[src/rpv_pkg.sv]
// Functional notes
// - Custom length bit picks 16 or 20 bits.
// - Length field decodes to PRBS7/11/23/31/15/20.
// - Pattern select: off, PRBS, clock, custom, timing.
// - Custom word from bytes; top nibble if 20.
// - Deskew-complete status bit reads alignment done.
// - Error counter zeroes on clear-bit rising edge.
// - Latched-flag clear bit clears latched flags.
// - Three-bit field selects test interrupt source.
// - Per-lane datapath check enable bits.
// - Datapath source drives lane-0 count and flags.
// - Latched lane flags read in bits 7:4.
// - Live lane flags read in bits 3:0.
// - Lane-0 error count low byte readable.
// - Load bit passes controls; falling edge holds.
// - Per-lane pattern mismatch status bit.
// - Per-lane search in progress status bit.
package rpv_pkg;
  // Register offsets.
  localparam logic [7:0] ADDR_LOAD   = 8'h0e;
  localparam logic [7:0] ADDR_STAT   = 8'h0f;
  localparam logic [7:0] ADDR_CFG    = 8'h10;
  localparam logic [7:0] ADDR_CP_LO  = 8'h11;
  localparam logic [7:0] ADDR_CP_MID = 8'h12;
  localparam logic [7:0] ADDR_CP_HI  = 8'h13;
  localparam logic [7:0] ADDR_THR    = 8'h14;
  localparam logic [7:0] ADDR_CLRSEL = 8'h15;
  localparam logic [7:0] ADDR_DPCTL  = 8'h16;
  localparam logic [7:0] ADDR_FLAGS  = 8'h17;
  localparam logic [7:0] ADDR_CNT_LO = 8'h18;
  // Reset value shared by every register.
  localparam logic [7:0] RESET_BYTE  = 8'h00;
  // Field positions.
  localparam int CFG_CP20_BIT  = 7;
  localparam int CFG_LEN_LSB   = 3;
  localparam int CFG_SEL_LSB   = 0;
  localparam int CLR_ALIGN_BIT = 7;
  localparam int CLR_CNT_BIT   = 4;
  localparam int CLR_FLAG_BIT  = 3;
  localparam int DP_EN_LSB     = 4;
  // Sizes and timing counts, in received bits.
  localparam int NUM_LANES     = 4;
  localparam int CNT_W         = 12;
  localparam logic [5:0] LOCK_RUN = 6'h20;
  localparam logic [4:0] CLOCK_HALF   = 5'h05;
  localparam logic [4:0] CLOCK_PERIOD = 5'h0a;
  localparam logic [4:0] CUSTOM_SHORT = 5'h10;
  localparam logic [4:0] CUSTOM_LONG  = 5'h14;
  // Pattern select codes; any code with bit 2 set is timing only.
  localparam logic [2:0] SEL_OFF    = 3'h0;
  localparam logic [2:0] SEL_PRBS   = 3'h1;
  localparam logic [2:0] SEL_CLOCK  = 3'h2;
  localparam logic [2:0] SEL_CUSTOM = 3'h3;
  // Datapath source codes.
  localparam logic [2:0] DP_DISP  = 3'h0;
  localparam logic [2:0] DP_FIFO  = 3'h1;
  localparam logic [2:0] DP_OVF   = 3'h2;
  localparam logic [2:0] DP_UNF   = 3'h3;
  localparam logic [2:0] DP_ALIGN = 3'h4;
  // Interrupt source codes.
  localparam logic [2:0] IRQ_MISS   = 3'h0;
  localparam logic [2:0] IRQ_SEARCH = 3'h1;
  localparam logic [2:0] IRQ_SYNC   = 3'h2;
  // Checker states.
  typedef enum logic [1:0] {CHK_IDLE, CHK_SEARCH, CHK_LOCK} rpv_chk_state_t;
  // Generator order and feedback tap for a length code.
  function automatic logic [9:0] prbs_taps(input logic [2:0] len);
    case (len)
      3'h0: prbs_taps = {5'd7, 5'd6};
      3'h1: prbs_taps = {5'd11, 5'd9};
      3'h2: prbs_taps = {5'd23, 5'd18};
      3'h3: prbs_taps = {5'd31, 5'd28};
      3'h4, 3'h5: prbs_taps = {5'd15, 5'd14};
      default: prbs_taps = {5'd20, 5'd3};
    endcase
  endfunction
endpackage

[src/rpv_lane_latch.sv]
`timescale 1ns/100ps
// Transparent-while-loading holding latch for one lane's controls.
module rpv_lane_latch #(
  parameter int W = 30
) (
  // Clock and reset.
  input  wire logic         clk_i,
  input  wire logic         reset_n_i,
  // Control word in and load strobe.
  input  wire logic         load_i,
  input  wire logic [W-1:0] d_i,
  // Control word seen by the lane.
  output logic      [W-1:0] q_o
);
  logic [W-1:0] held;  // Value captured while loading.

  // Keep tracking while load is high so the last value stays on release.
  always_ff @(posedge clk_i) begin
    if (!reset_n_i) begin
      held <= '0;
    end else if (load_i) begin
      held <= d_i;
    end
  end

  // Pass straight through while loading; otherwise show the held copy.
  assign q_o = load_i ? d_i : held;
endmodule

[src/rpv_lane_check.sv]
`timescale 1ns/100ps
// One lane's pattern checker: PRBS self-sync, clock and custom compare.
module rpv_lane_check (
  // Clock and reset.
  input  wire logic        clk_i,
  input  wire logic        reset_n_i,
  // Received bit stream.
  input  wire logic        bit_valid_i,
  input  wire logic        bit_i,
  // Latched controls.
  input  wire logic [2:0]  sel_i,
  input  wire logic [2:0]  len_i,
  input  wire logic        cp20_i,
  input  wire logic [19:0] pattern_i,
  input  wire logic [2:0]  thr_i,
  // Results.
  output logic             err_o,
  output logic             mismatch_o,
  output logic             search_o,
  output logic             sync_o
);
  rpv_pkg::rpv_chk_state_t state;  // Checker state.
  logic [30:0] hist;                // Past received bits, newest at 0.
  logic [4:0]  idx;                 // Phase in clock or custom pattern.
  logic [5:0]  run;                 // Consecutive good bits while searching.
  logic [2:0]  bad;                 // Consecutive bad bits while locked.
  logic [30:0] sync_cnt;            // Bits since last timing pulse.
  logic [9:0]  taps;
  logic [4:0]  period;
  logic        expect_bit;
  logic        miss;

  assign taps = rpv_pkg::prbs_taps(len_i);
  // Custom period follows the length bit; clock pattern is fixed.
  assign period = (sel_i == rpv_pkg::SEL_CLOCK) ? rpv_pkg::CLOCK_PERIOD :
                  (cp20_i ? rpv_pkg::CUSTOM_LONG : rpv_pkg::CUSTOM_SHORT);

  // Expected bit for the current mode.
  always_comb begin
    case (sel_i)
      rpv_pkg::SEL_PRBS:   expect_bit = hist[taps[9:5] - 5'd1] ^ hist[taps[4:0] - 5'd1];
      rpv_pkg::SEL_CLOCK:  expect_bit = (idx < rpv_pkg::CLOCK_HALF);
      rpv_pkg::SEL_CUSTOM: expect_bit = pattern_i[idx];
      default:             expect_bit = bit_i;  // Off and timing modes never miss.
    endcase
  end
  assign miss = bit_valid_i && (bit_i != expect_bit);

  // History shift register.
  always_ff @(posedge clk_i) begin
    if (!reset_n_i) begin
      hist <= '0;
    end else if (bit_valid_i) begin
      hist <= {hist[29:0], bit_i};
    end
  end

  // Phase counter; a miss while searching holds it, slipping one bit.
  always_ff @(posedge clk_i) begin
    if (!reset_n_i) begin
      idx <= '0;
    end else if (bit_valid_i && !(miss && state == rpv_pkg::CHK_SEARCH)) begin
      idx <= (idx >= period - 5'd1) ? 5'd0 : idx + 5'd1;
    end
  end

  // Search, lock and loss of lock.  Loss needs more than thr_i bad bits in a row.
  always_ff @(posedge clk_i) begin
    if (!reset_n_i) begin
      state <= rpv_pkg::CHK_IDLE;
      run   <= '0;
      bad   <= '0;
    end else if (sel_i == rpv_pkg::SEL_OFF || sel_i[2]) begin
      state <= rpv_pkg::CHK_IDLE;
      run   <= '0;
      bad   <= '0;
    end else begin
      case (state)
        rpv_pkg::CHK_IDLE: begin
          state <= rpv_pkg::CHK_SEARCH;
        end
        rpv_pkg::CHK_SEARCH: begin
          if (miss) begin
            run <= '0;
          end else if (bit_valid_i) begin
            run <= run + 6'd1;
            if (run == rpv_pkg::LOCK_RUN - 6'd1) begin
              state <= rpv_pkg::CHK_LOCK;
              bad   <= '0;
            end
          end
        end
        rpv_pkg::CHK_LOCK: begin
          if (miss) begin
            bad <= bad + 3'd1;
            if (bad >= thr_i) begin
              state <= rpv_pkg::CHK_SEARCH;
              run   <= '0;
            end
          end else if (bit_valid_i) begin
            bad <= '0;
          end
        end
        default: state <= rpv_pkg::CHK_IDLE;
      endcase
    end
  end

  // Error pulse and sticky mismatch, cleared when the checker is turned off.
  always_ff @(posedge clk_i) begin
    if (!reset_n_i) begin
      err_o      <= 1'b0;
      mismatch_o <= 1'b0;
    end else begin
      err_o <= miss && state == rpv_pkg::CHK_LOCK;
      if (miss && state == rpv_pkg::CHK_LOCK) begin
        mismatch_o <= 1'b1;
      end else if (state == rpv_pkg::CHK_IDLE) begin
        mismatch_o <= 1'b0;
      end
    end
  end
  assign search_o = (state == rpv_pkg::CHK_SEARCH);

  // Timing pulse once per generator cycle of 2^order - 1 bits.
  always_ff @(posedge clk_i) begin
    if (!reset_n_i || sel_i == rpv_pkg::SEL_OFF) begin
      sync_cnt <= '0;
      sync_o   <= 1'b0;
    end else begin
      sync_o <= 1'b0;
      if (bit_valid_i) begin
        if (sync_cnt >= (31'h7fffffff >> (5'd31 - taps[9:5])) - 31'd1) begin
          sync_cnt <= '0;
          sync_o   <= 1'b1;
        end else begin
          sync_cnt <= sync_cnt + 31'd1;
        end
      end
    end
  end
endmodule

[src/rpv_verifier.sv]
`timescale 1ns/100ps
// Receive pattern verifier and error counter with its control registers.
module rpv_verifier (
  // Clock and reset.
  input  wire logic       clk_i,
  input  wire logic       reset_n_i,
  // Register port.
  input  wire logic [7:0] reg_addr_i,
  input  wire logic       reg_wr_i,
  input  wire logic [7:0] reg_wdata_i,
  input  wire logic       reg_rd_i,
  output logic      [7:0] reg_rdata_o,
  // Received lanes, one bit per lane per valid.
  input  wire logic [3:0] lane_bit_valid_i,
  input  wire logic [3:0] lane_bit_i,
  // Datapath error events per lane.
  input  wire logic [3:0] disparity_err_i,
  input  wire logic [3:0] fifo_err_i,
  input  wire logic [3:0] fifo_overflow_i,
  input  wire logic [3:0] fifo_underflow_i,
  // Lane alignment.
  input  wire logic       lane_align_done_i,
  // Flags.
  output logic      [3:0] live_lane_flag_o,
  output logic      [3:0] latched_lane_flag_o
);
  localparam int NL = rpv_pkg::NUM_LANES;
  localparam int CW = 30;  // Width of a lane's control word.
  localparam int CNT_WIDTH = rpv_pkg::CNT_W;  // Lane-0 error counter width.

  // Software registers.
  logic [3:0]  lane_control_load;       // Per-lane load bits.
  logic [7:0]  pattern_config;          // Length bit, length field, select.
  logic [7:0]  custom_pattern_low;
  logic [7:0]  custom_pattern_mid;
  logic [3:0]  custom_pattern_high;
  logic [2:0]  retain_threshold;
  logic        error_counter_clear;     // Self-clearing after one cycle.
  logic        latched_flag_clear;      // Self-clearing after one cycle.
  logic [2:0]  interrupt_source_sel;
  logic [3:0]  lane_datapath_check_en;
  logic [2:0]  datapath_source_sel;
  // Derived state.
  logic [19:0] custom_pattern_bits;
  logic [CW-1:0] ctl_word;
  logic [CW-1:0] lane_ctl [NL];
  logic [NL-1:0] pat_err, mismatch, searching, sync_pulse;
  logic [NL-1:0] dp_event, next_live;
  logic [CNT_WIDTH-1:0] bit_error_count;
  logic        clr_cnt_d;               // Previous clear bit, for edge detect.
  logic        clr_cnt_edge;
  logic [3:0]  sync_seen;               // Last timing pulse per lane.
  logic [7:0]  next_rdata;

  // Upper nibble only counts in 20-bit mode; otherwise it reads as zero here.
  assign custom_pattern_bits = {pattern_config[rpv_pkg::CFG_CP20_BIT] ?
                                custom_pattern_high : 4'h0,
                                custom_pattern_mid, custom_pattern_low};
  assign ctl_word = {retain_threshold, custom_pattern_bits,
                     pattern_config[rpv_pkg::CFG_CP20_BIT],
                     pattern_config[rpv_pkg::CFG_LEN_LSB +: 3],
                     pattern_config[rpv_pkg::CFG_SEL_LSB +: 3]};

  // Register writes.  Writing zero to a clear bit has no effect.
  always_ff @(posedge clk_i) begin
    if (!reset_n_i) begin
      lane_control_load      <= '0;
      pattern_config         <= rpv_pkg::RESET_BYTE;
      custom_pattern_low     <= rpv_pkg::RESET_BYTE;
      custom_pattern_mid     <= rpv_pkg::RESET_BYTE;
      custom_pattern_high    <= '0;
      retain_threshold       <= '0;
      interrupt_source_sel   <= '0;
      lane_datapath_check_en <= '0;
      datapath_source_sel    <= '0;
    end else if (reg_wr_i) begin
      case (reg_addr_i)
        rpv_pkg::ADDR_LOAD:   lane_control_load <= reg_wdata_i[3:0];
        rpv_pkg::ADDR_CFG:    pattern_config <= {reg_wdata_i[7], 1'b0, reg_wdata_i[5:0]};
        rpv_pkg::ADDR_CP_LO:  custom_pattern_low <= reg_wdata_i;
        rpv_pkg::ADDR_CP_MID: custom_pattern_mid <= reg_wdata_i;
        rpv_pkg::ADDR_CP_HI:  custom_pattern_high <= reg_wdata_i[3:0];
        rpv_pkg::ADDR_THR:    retain_threshold <= reg_wdata_i[2:0];
        rpv_pkg::ADDR_CLRSEL: interrupt_source_sel <= reg_wdata_i[2:0];
        rpv_pkg::ADDR_DPCTL: begin
          lane_datapath_check_en <= reg_wdata_i[rpv_pkg::DP_EN_LSB +: 4];
          datapath_source_sel    <= reg_wdata_i[2:0];
        end
        default: ;  // Read-only or unmapped: ignored.
      endcase
    end
  end

  // Clear bits are set by software and dropped by hardware a cycle later.
  always_ff @(posedge clk_i) begin
    if (!reset_n_i) begin
      error_counter_clear <= 1'b0;
      latched_flag_clear  <= 1'b0;
      clr_cnt_d           <= 1'b0;
    end else begin
      clr_cnt_d <= error_counter_clear;
      error_counter_clear <= reg_wr_i && reg_addr_i == rpv_pkg::ADDR_CLRSEL &&
                             reg_wdata_i[rpv_pkg::CLR_CNT_BIT];
      latched_flag_clear  <= reg_wr_i && reg_addr_i == rpv_pkg::ADDR_CLRSEL &&
                             reg_wdata_i[rpv_pkg::CLR_FLAG_BIT];
    end
  end
  assign clr_cnt_edge = error_counter_clear && !clr_cnt_d;

  // One control latch and one checker per lane.
  genvar g;
  generate
    for (g = 0; g < NL; g++) begin : g_lane
      rpv_lane_latch #(.W(CW)) u_latch (
        .clk_i     (clk_i),
        .reset_n_i (reset_n_i),
        .load_i    (lane_control_load[g]),
        .d_i       (ctl_word),
        .q_o       (lane_ctl[g])
      );
      rpv_lane_check u_check (
        .clk_i       (clk_i),
        .reset_n_i   (reset_n_i),
        .bit_valid_i (lane_bit_valid_i[g]),
        .bit_i       (lane_bit_i[g]),
        .sel_i       (lane_ctl[g][2:0]),
        .len_i       (lane_ctl[g][5:3]),
        .cp20_i      (lane_ctl[g][6]),
        .pattern_i   (lane_ctl[g][26:7]),
        .thr_i       (lane_ctl[g][29:27]),
        .err_o       (pat_err[g]),
        .mismatch_o  (mismatch[g]),
        .search_o    (searching[g]),
        .sync_o      (sync_pulse[g])
      );
      // Datapath event for this lane from the shared source select.
      always_comb begin
        case (datapath_source_sel)
          rpv_pkg::DP_DISP:  dp_event[g] = disparity_err_i[g];
          rpv_pkg::DP_FIFO:  dp_event[g] = fifo_err_i[g];
          rpv_pkg::DP_OVF:   dp_event[g] = fifo_overflow_i[g];
          rpv_pkg::DP_UNF:   dp_event[g] = fifo_underflow_i[g];
          rpv_pkg::DP_ALIGN: dp_event[g] = !lane_align_done_i;
          default:           dp_event[g] = 1'b0;  // Reserved codes report nothing.
        endcase
      end
      // Enabled datapath check wins; otherwise the chosen pattern source.
      always_comb begin
        if (lane_datapath_check_en[g]) begin
          next_live[g] = dp_event[g];
        end else begin
          case (interrupt_source_sel)
            rpv_pkg::IRQ_MISS:   next_live[g] = pat_err[g];
            rpv_pkg::IRQ_SEARCH: next_live[g] = searching[g];
            rpv_pkg::IRQ_SYNC:   next_live[g] = sync_pulse[g];
            default:             next_live[g] = 1'b0;
          endcase
        end
      end
    end
  endgenerate

  // Live flags follow their source one cycle later; latched ones stick.
  always_ff @(posedge clk_i) begin
    if (!reset_n_i) begin
      live_lane_flag_o    <= '0;
      latched_lane_flag_o <= '0;
      sync_seen           <= '0;
    end else begin
      live_lane_flag_o <= next_live;
      // A new event in the clearing cycle survives the clear.
      latched_lane_flag_o <= live_lane_flag_o |
                             (latched_flag_clear ? 4'h0 : latched_lane_flag_o);
      sync_seen <= sync_pulse;
    end
  end

  // Lane-0 error count saturates; the clear edge takes priority.
  always_ff @(posedge clk_i) begin
    if (!reset_n_i || clr_cnt_edge) begin
      bit_error_count <= '0;
    end else if (next_live[0] && bit_error_count != '1) begin
      bit_error_count <= bit_error_count + CNT_WIDTH'(1);
    end
  end

  // Read mux; unmapped offsets read zero.
  always_comb begin
    case (reg_addr_i)
      rpv_pkg::ADDR_LOAD:   next_rdata = {sync_seen, lane_control_load};
      rpv_pkg::ADDR_STAT:   next_rdata = {mismatch, searching};
      rpv_pkg::ADDR_CFG:    next_rdata = pattern_config;
      rpv_pkg::ADDR_CP_LO:  next_rdata = custom_pattern_low;
      rpv_pkg::ADDR_CP_MID: next_rdata = custom_pattern_mid;
      rpv_pkg::ADDR_CP_HI:  next_rdata = {4'h0, custom_pattern_high};
      rpv_pkg::ADDR_THR:    next_rdata = {5'h00, retain_threshold};
      rpv_pkg::ADDR_CLRSEL: next_rdata = {lane_align_done_i, 2'h0, error_counter_clear,
                                          latched_flag_clear, interrupt_source_sel};
      rpv_pkg::ADDR_DPCTL:  next_rdata = {lane_datapath_check_en, 1'b0, datapath_source_sel};
      rpv_pkg::ADDR_FLAGS:  next_rdata = {latched_lane_flag_o, live_lane_flag_o};
      rpv_pkg::ADDR_CNT_LO: next_rdata = bit_error_count[7:0];
      default:              next_rdata = 8'h00;
    endcase
  end

  // Read data is registered and held until the next read.
  always_ff @(posedge clk_i) begin
    if (!reset_n_i) begin
      reg_rdata_o <= 8'h00;
    end else if (reg_rd_i) begin
      reg_rdata_o <= next_rdata;
    end
  end
endmodule

[config.mk]
export PLATFORM = sky130hd
export DESIGN_NAME = rpv_verifier
export DESIGN_NICKNAME = d
export VERILOG_FILES = /design/src/rpv_pkg.sv /design/src/rpv_lane_latch.sv /design/src/rpv_lane_check.sv /design/src/rpv_verifier.sv
export SDC_FILE = /design/constraint.sdc
export NUM_CORES = 1
export LEC_CHECK = 0
export BUFFER_PORTS_ARGS = -buffer_cell sky130_fd_sc_hd__buf_2
export CAP_MARGIN = 20
export CORE_MARGIN = 3
export CORE_UTILIZATION = 57
export DETAILED_ROUTE_END_ITERATION = 8
export GPL_TIMING_DRIVEN = 0
export PLACE_DENSITY = 0.78
export SLEW_MARGIN = 20
export SYNTH_ARGS = -nofsm -noshare
export SYNTH_HDL_FRONTEND = slang
export SYNTH_SLANG_ARGS = --single-unit
[constraint.sdc]
create_clock -name clk_i -period 7 [get_ports clk_i]
set_input_delay 1.05 -clock clk_i [delete_from_list [all_inputs] [get_ports clk_i]]
set_output_delay 1.05 -clock clk_i [all_outputs]
set_load 0.02 [all_outputs]
==> out/metrics.cfg, run 1 <==
[power]
total_power_mw=6.212
static-leakage-power_nw=12.49
irDropWorstVdd_mv=0.1787
powerDensity_nw_per_um2=195.0

[placement]
postPlaceCellArea_um2=29880
placed_cells=3960
place_hpwl_um=55760
place_ws_ps=-1043
count_of_buffers_inserted_at_the_top_level_ports=51
gp_congestion=0.9742

[cells_and_area]
finished_layout_cells=4066
final_util=0.6455
final_design_area_no_fill_um2=31860
drive_gt1_frac=0.09024
area_growth_pct=10.94
layout.nets=3591
diodes=0

[sta]
transition_time_at_the_pin_with_the_least_slew_margin_ps=1105
setup-violations-final=0
final-hold-violation-count=0
fin_crit_sh=0.9562
slew-limit-headroom=0.2568
timing.final.crit_period_ps=6693
clock_skew_ps=41.59
drv_slew=0
rsz0062_at_grt=no
timing.fmax_mhz=149.4
setup_slack_ps=306.9

[worst_hold_path]
holdCritStartpoint=error_counter_clear
whs_path_cells=2
hold_path_end=clr_cnt_d
hp-class=register to register

[global_route]
grt_max_degree=20
first_global_vias=24150
grt_antenna_before_repair=0
gr-usage-all-layers=0.2803
wire_length_of_the_first_global_routing_pass_um=123100
globalRoute.totalOverflow=0

[synth]
synth.avg_cell_area_um2=8.900
yosysWarningCount=0
synth_area_um2=28720
yosys.area.top_type=dfxtp_1
sequential_cell_area_fraction_in_the_yosys_report=0.3646
synth_enable_flop_cells=0
yosysTopAreaCellShare=0.3646
synth.ff_latch_count=523
synth_async_sr_flop_share=0
netlist-cell-type-count=93
synthTopCellsByArea=dfxtp_1, mux2i_1, ha_1
post_synth_inst_count=3227
yosys.cell_count.top_type=nor2_1
synth_commonest_cells=nor2_1, dfxtp_1, mux2i_1, nand2_1, ha_1
postSynth.topFlopCell=dfxtp_1

[clock_network]
cts_buffer_depth=3
tritoncts=built
clock_latency_ps=640
htreeDepth=2
worst_setup_hold_path_clk_slew_ps=60
cts.sink_count=523
cts_buffers=56
clk_root_buffer_cell=clkbuf_16

[critical_path]
rr_startpoint=lane_control_load[3]
reg2reg_setup_slack_ps=310
timing_worst_setup_path_type=register to register
timing.reg2reg.worst_path_depth=23
start_kind=register
r2r-end=g_lane[3].u_check.bad[2]
worst_setup_path_end_kind=register
critPathRequiredTime_ps=7510
crit_path_max_fanout=10
critical_path_at_ps=7210

[run_status]
run_status=finished, final reports clean

[route]
via_per_inst=6.094
total_detailed_routing_wirelength_um=76430
first_iter_violations=2332
ant_nets=0
route.detailed.drc=0
routed-via-count=24780
drt_first_pass_iters=8
detail_route.wl_per_cell_um=18.80

[floorplanning]
die_span_in_y_um=230.5
floorplan.io_pins=61
num_rows=81
initial_utilization=0.5819
placeableCoreArea_um2=49360
floorplan.die_area_um2=53120
die-width_um=230.5

[job]
maxCapViolations=0

-- worst max-delay path, cell delays in order, from the launching register on --
cell,delay (ps)
dfxtp_1,360
buf_4,200
buf_2,300
clkbuf_4,320
buf_4,290
mux2i_4,360
inv_1,110
ha_1,210
clkbuf_1,280
a221oi_4,320
clkbuf_4,290
ha_2,260
nor4_1,70
a221oi_1,410
o311ai_4,300
mux2i_1,190
mux4_2,480
mux2_4,310
o2111a_2,300
o31a_1,350
nor2_2,250
buf_2,260
nor4_1,70
a221o_1,250
-- cell type report --
cell class                 instances  area (um2)
tap                              664       830.8
buffer                           157       656.9
fill                            3983       17500
clock buffer                      79        1638
clock inverter                    24       237.7
inverter                          78       292.8
sequential                       523       10470
multi-input combinational       2485       17440
timing repair buffer              56       292.8
-- metal layers --
layer | global-route usage | share of wire | vias up | routed length, um
li1 | - | - | 11830 | -
met4 | 0.1214 | 0.043 | 0 | 3271
met1 | 0.3611 | 0.42 | 11800 | 32030
met2 | 0.4638 | 0.46 | 928 | 35230
met5 | 0 | 0 | - | 0
met3 | 0.04825 | 0.077 | 222 | 5897
-- placed cells by master, fill, tap and decap left out, types with 39 or more instances in the layout --
cell,n
a21o_1,56
a21oi_1,152
buf_2,64
clkbuf_1,119
clkbuf_16,56
dfxtp_1,523
ha_1,188
inv_1,75
mux2_2,39
mux2i_1,289
nand2_1,213
nand3_1,124
nand4_1,63
nor2_1,524
nor2b_1,47
nor3_1,49
o21ai_0,73
xnor2_1,46
xor2_1,81
-- state kept, by name, indices dropped and copies added (netlist names), 12 cells and up --
| register | cells |
|---|---|
| g_lane.u_latch.held | 120 |
| g_lane.u_check.bad | 12 |
| g_lane.u_check.hist | 124 |
| g_lane.u_check.idx | 20 |
| bit_error_count | 12 |
| g_lane.u_check.run | 24 |
| g_lane.u_check.sync_cnt | 124 |
-- stage by stage --
stage	hold slack, ps	TNS, ps
detailed placement	451.2	-29980
floorplan	424.2	0
finish	463.1	0
global route	501.8	0
global placement	441.3	-24530
CTS	462.8	0
-- timing repair --
action / 4_1_cts / 5_1_grt
setup buffers: 3 / 2
endpoints found under the setup margin: 39 / 36
hold buffers: 0 / 0
resized for setup: 11 / 12
pin swaps: 1 / 1
-- cells by family after synthesis --
logic type,count (synthesis),share of synthesized area
other,2,0.0002615
multiplexers,373,0.1490
AO/OA/AOI/OAI,561,0.1360
buffers and inverters,237,0.03263
XOR/XNOR,127,0.03873
AND/OR/NAND/NOR,1215,0.1964
adder cells (fa/ha/maj),189,0.08234
flip-flops,523,0.3646
-- power breakdown --
group / total [mW] / internal [mW] / switching [mW]
Sequential: 2.99 / 2.98 / 0.00927
Combinational: 0.225 / 0.0725 / 0.153
Clock: 2.99 / 1.71 / 1.28
-- worst max-delay path by stage --
stage	start	end	slack, ps	cells past startpoint
4_1_cts	lane_control_load[3]	g_lane[3].u_check.bad[2]	30	23
6_report	lane_control_load[3]	g_lane[3].u_check.bad[2]	310	23
3_5_place_dp	lane_control_load[3]	g_lane[3].u_check.bad[2]	-1040	23
3_3_place_gp	lane_control_load[3]	g_lane[3].u_check.bad[2]	-860	23
5_1_grt	lane_control_load[2]	g_lane[2].u_check.bad[0]	3	23
2_1_floorplan	lane_control_load[3]	g_lane[3].u_check.bad[2]	490	23
(Power assumes the default switching activity.)
==> inputs of run 2 (changes only) <==
ABC_AREA = 1   (was unset)
CORE_UTILIZATION = 58   (was 57)
PLACE_DENSITY = 0.8   (was 0.78)
==> run 2 against run 1 <==
Compared with the run above: via count increased by 17%; global-route usage increased by 1.3 points; largest cell class unchanged; sequential power increased by 3%; hold slack got worse by 8.0 ps; flip-flop and latch count unchanged; largest power group is now clock; wire length increased by 5.9%; critical path type unchanged; clock-buffer cell count increased by 3; cell area increased by 2.3%.
==> out/metrics.cfg, run 2 <==
[sta]
fin_crit_sh=0.6693
timing.final.crit_period_ps=4685
final-hold-violation-count=0
transition_time_at_the_pin_with_the_least_slew_margin_ps=1006
slew-limit-headroom=0.3295
timing.fmax_mhz=213.5
fin_setup_tns_ps=0
rsz0062_at_grt=no
setup-violations-final=0
clock_skew_ps=21.93
drv_slew=0

[cells_and_area]
num-fill-cells=4338
area_growth_pct=10.95
final_util=0.6591
layout.cells.most_common_list=nand2_1, nor2_1, dfxtp_1
diodes=0
layout.nets=4680
finished_layout_cells=5158
layout.cells.most_common=nand2_1
biggestRegsByFlops=g_lane.u_check.hist (124), g_lane.u_check.sync_cnt (124), g_lane.u_latch.held (120)
drive_gt1_frac=0.06253

[critical_path]
critical_path_at_ps=5160
critPathRequiredTime_ps=7480
timing_worst_setup_path_type=register to register
timing.reg2reg.worst_path_depth=21
crit_path_max_fanout=12
worst_setup_path_end_kind=register
start_kind=register

[synth]
complex_gate_fraction_of_the_synthesized_area=0.1451
netlist-cell-type-count=63
post_synth_and_or_nand_nor_area_fraction=0.3249
postSynth.topFlopCell=dfxtp_1
synth_adder_area_share=0.08048
yosys.cell_count.top_type=nand2_1
synth.ff_latch_count=523
yosysWarningCount=0
synth_async_sr_flop_share=0
yosysTopAreaCellShare=0.3563
synth_top_family_by_area=simple AND/OR/NAND/NOR gates
synth-xor-area-share=0.01192
post_synth_inst_count=4311
synthTopCellsByArea=dfxtp_1, nand2_1, nor2_1
synth_area_um2=29380
sequential_cell_area_fraction_in_the_yosys_report=0.3563
synth_commonest_cells=nand2_1, nor2_1, dfxtp_1, inv_1, o21ai_0
yosys-mux-area-fraction=0
synth_enable_flop_cells=0
synth.avg_cell_area_um2=6.816
yosys.area.top_type=dfxtp_1

[floorplanning]
die_span_in_y_um=231.1
num_rows=81
floorplan.io_pins=61
die-width_um=231.1
initial_utilization=0.5941
placeableCoreArea_um2=49460
floorplan.die_area_um2=53400

[global_route]
grt_max_degree=15
gr-usage-all-layers=0.2937
wire_length_of_the_first_global_routing_pass_um=131200
grt_antenna_before_repair=0
globalRoute.totalOverflow=0
first_global_vias=26580

[route]
first_iter_violations=2410
route.met3.wl_um=6291
met2WireLength_um=36120
total_detailed_routing_wirelength_um=80980
routed-via-count=29040
ant_nets=0
drt_first_pass_iters=6
via_per_inst=5.630
routed_metal_1_wire_length_um=35040
top_layer=met4
route.detailed.drc=0
detail_route.wl_per_cell_um=15.70

[placement]
count_of_buffers_inserted_at_the_top_level_ports=57
placed_cells=5050
gp_congestion=0.9618
place_hpwl_um=58220

[clock_network]
worst_setup_hold_path_clk_slew_ps=60
htreeDepth=2
cts_buffers=58
cts_buffer_depth=3
post_cts_resized=0
clock_latency_ps=620
clk_root_buffer_cell=clkbuf_16
tritoncts=built
cts.repair_timing.setup_buffer_count=0
post_cts_hold_buffer_count=0
cts.sink_count=523

[worst_hold_path]
hp-class=register to register
whs_path_cells=2

[job]
maxCapViolations=0

[run_status]
run_status=finished, final reports clean

[power]
powerDensity_nw_per_um2=203.9
static-leakage-power_nw=13.76
irDropWorstVdd_mv=0.2047

==> run 2: cell types whose count changed after synthesis, sizes merged, moves of 42 or more <==
cell and change:
nor2b -47, nor3 +42, nand3 +208, o21ai +268, a21o -46, nand2 +708
xor2 -48, inv +379, a21oi +104, mux2i -295, nor2 +156
==> run 2: cell families after synthesis <==
family / after synthesis
DFF: 523
other: 2
and+or+nand+nor: 2188
adders and majority gates: 189
AOI/OAI and AO/OA: 766
xor gates and xnor gates: 40
buffers and inverters: 603
==> run 2: critical path, cell delays in order (launching register included) <==
cell	delay, ps
dfxtp_1	750
inv_2	240
nand2_1	140
nand2_2	220
ha_1	360
inv_1	50
a21oi_2	270
nand2_1	170
ha_1	330
nand2_1	70
nor2_1	160
nand2_1	100
nor3_1	260
nand2_1	90
o21bai_1	160
nand3_1	110
nand2_1	80
clkinv_1	220
nor2_1	120
inv_1	130
clkbuf_1	410
nor2_1	90
==> run 2: path summary, 6_finish.rpt <==
check	slack (ps)	startpoint	to
min	460	bit_error_count[11]	bit_error_count[11]
min reg2reg	460	bit_error_count[11]	bit_error_count[11]
max reg2reg	2320	pattern_config[4]	g_lane[2].u_check.sync_cnt[0]
max	2320	pattern_config[4]	g_lane[2].u_check.sync_cnt[0]
==> run 2: final cells by class <==
class                   count  area, um2  area share
clock inverters            26      344.1     0.01055
well taps                 664      830.8     0.02549
repair buffers             57      285.3    0.008751
inverters                 462       1739     0.05335
multi-input cells        3203      16610      0.5097
plain buffers             141      641.9     0.01969
flip-flops and latches    523      10470      0.3212
clock buffers              82       1673     0.05132
==> run 2: where the power goes <==
group / switching (mW) / internal [mW]
clock network: 1.27 / 1.95
registers: 0.0449 / 3.03
logic: 0.235 / 0.111
==> run 2: metal layers <==
metal / vias up / global-route usage
met3: 233 / 0.04167
met5: - / 0
met1: 13140 / 0.3888
met4: 0 / 0.1238
li1: 14570 / -
met2: 1103 / 0.4820
==> run 2: metrics by stage <==
step / setup slack, ps / hold slack, ps / cell area [um2] / total power, mW
finish: 2315 / 455.2 / 32600 / 6.646
global route: 2009 / 478.9 / 32600 / 6.834
CTS: 2366 / 460.1 / 32590 / 6.665
detailed placement: 2376 / 451.1 / 30570 / 3.473
global placement: 2425 / 448.7 / 30570 / 3.465
floorplan: 3595 / 413.7 / 29450 / 3.360
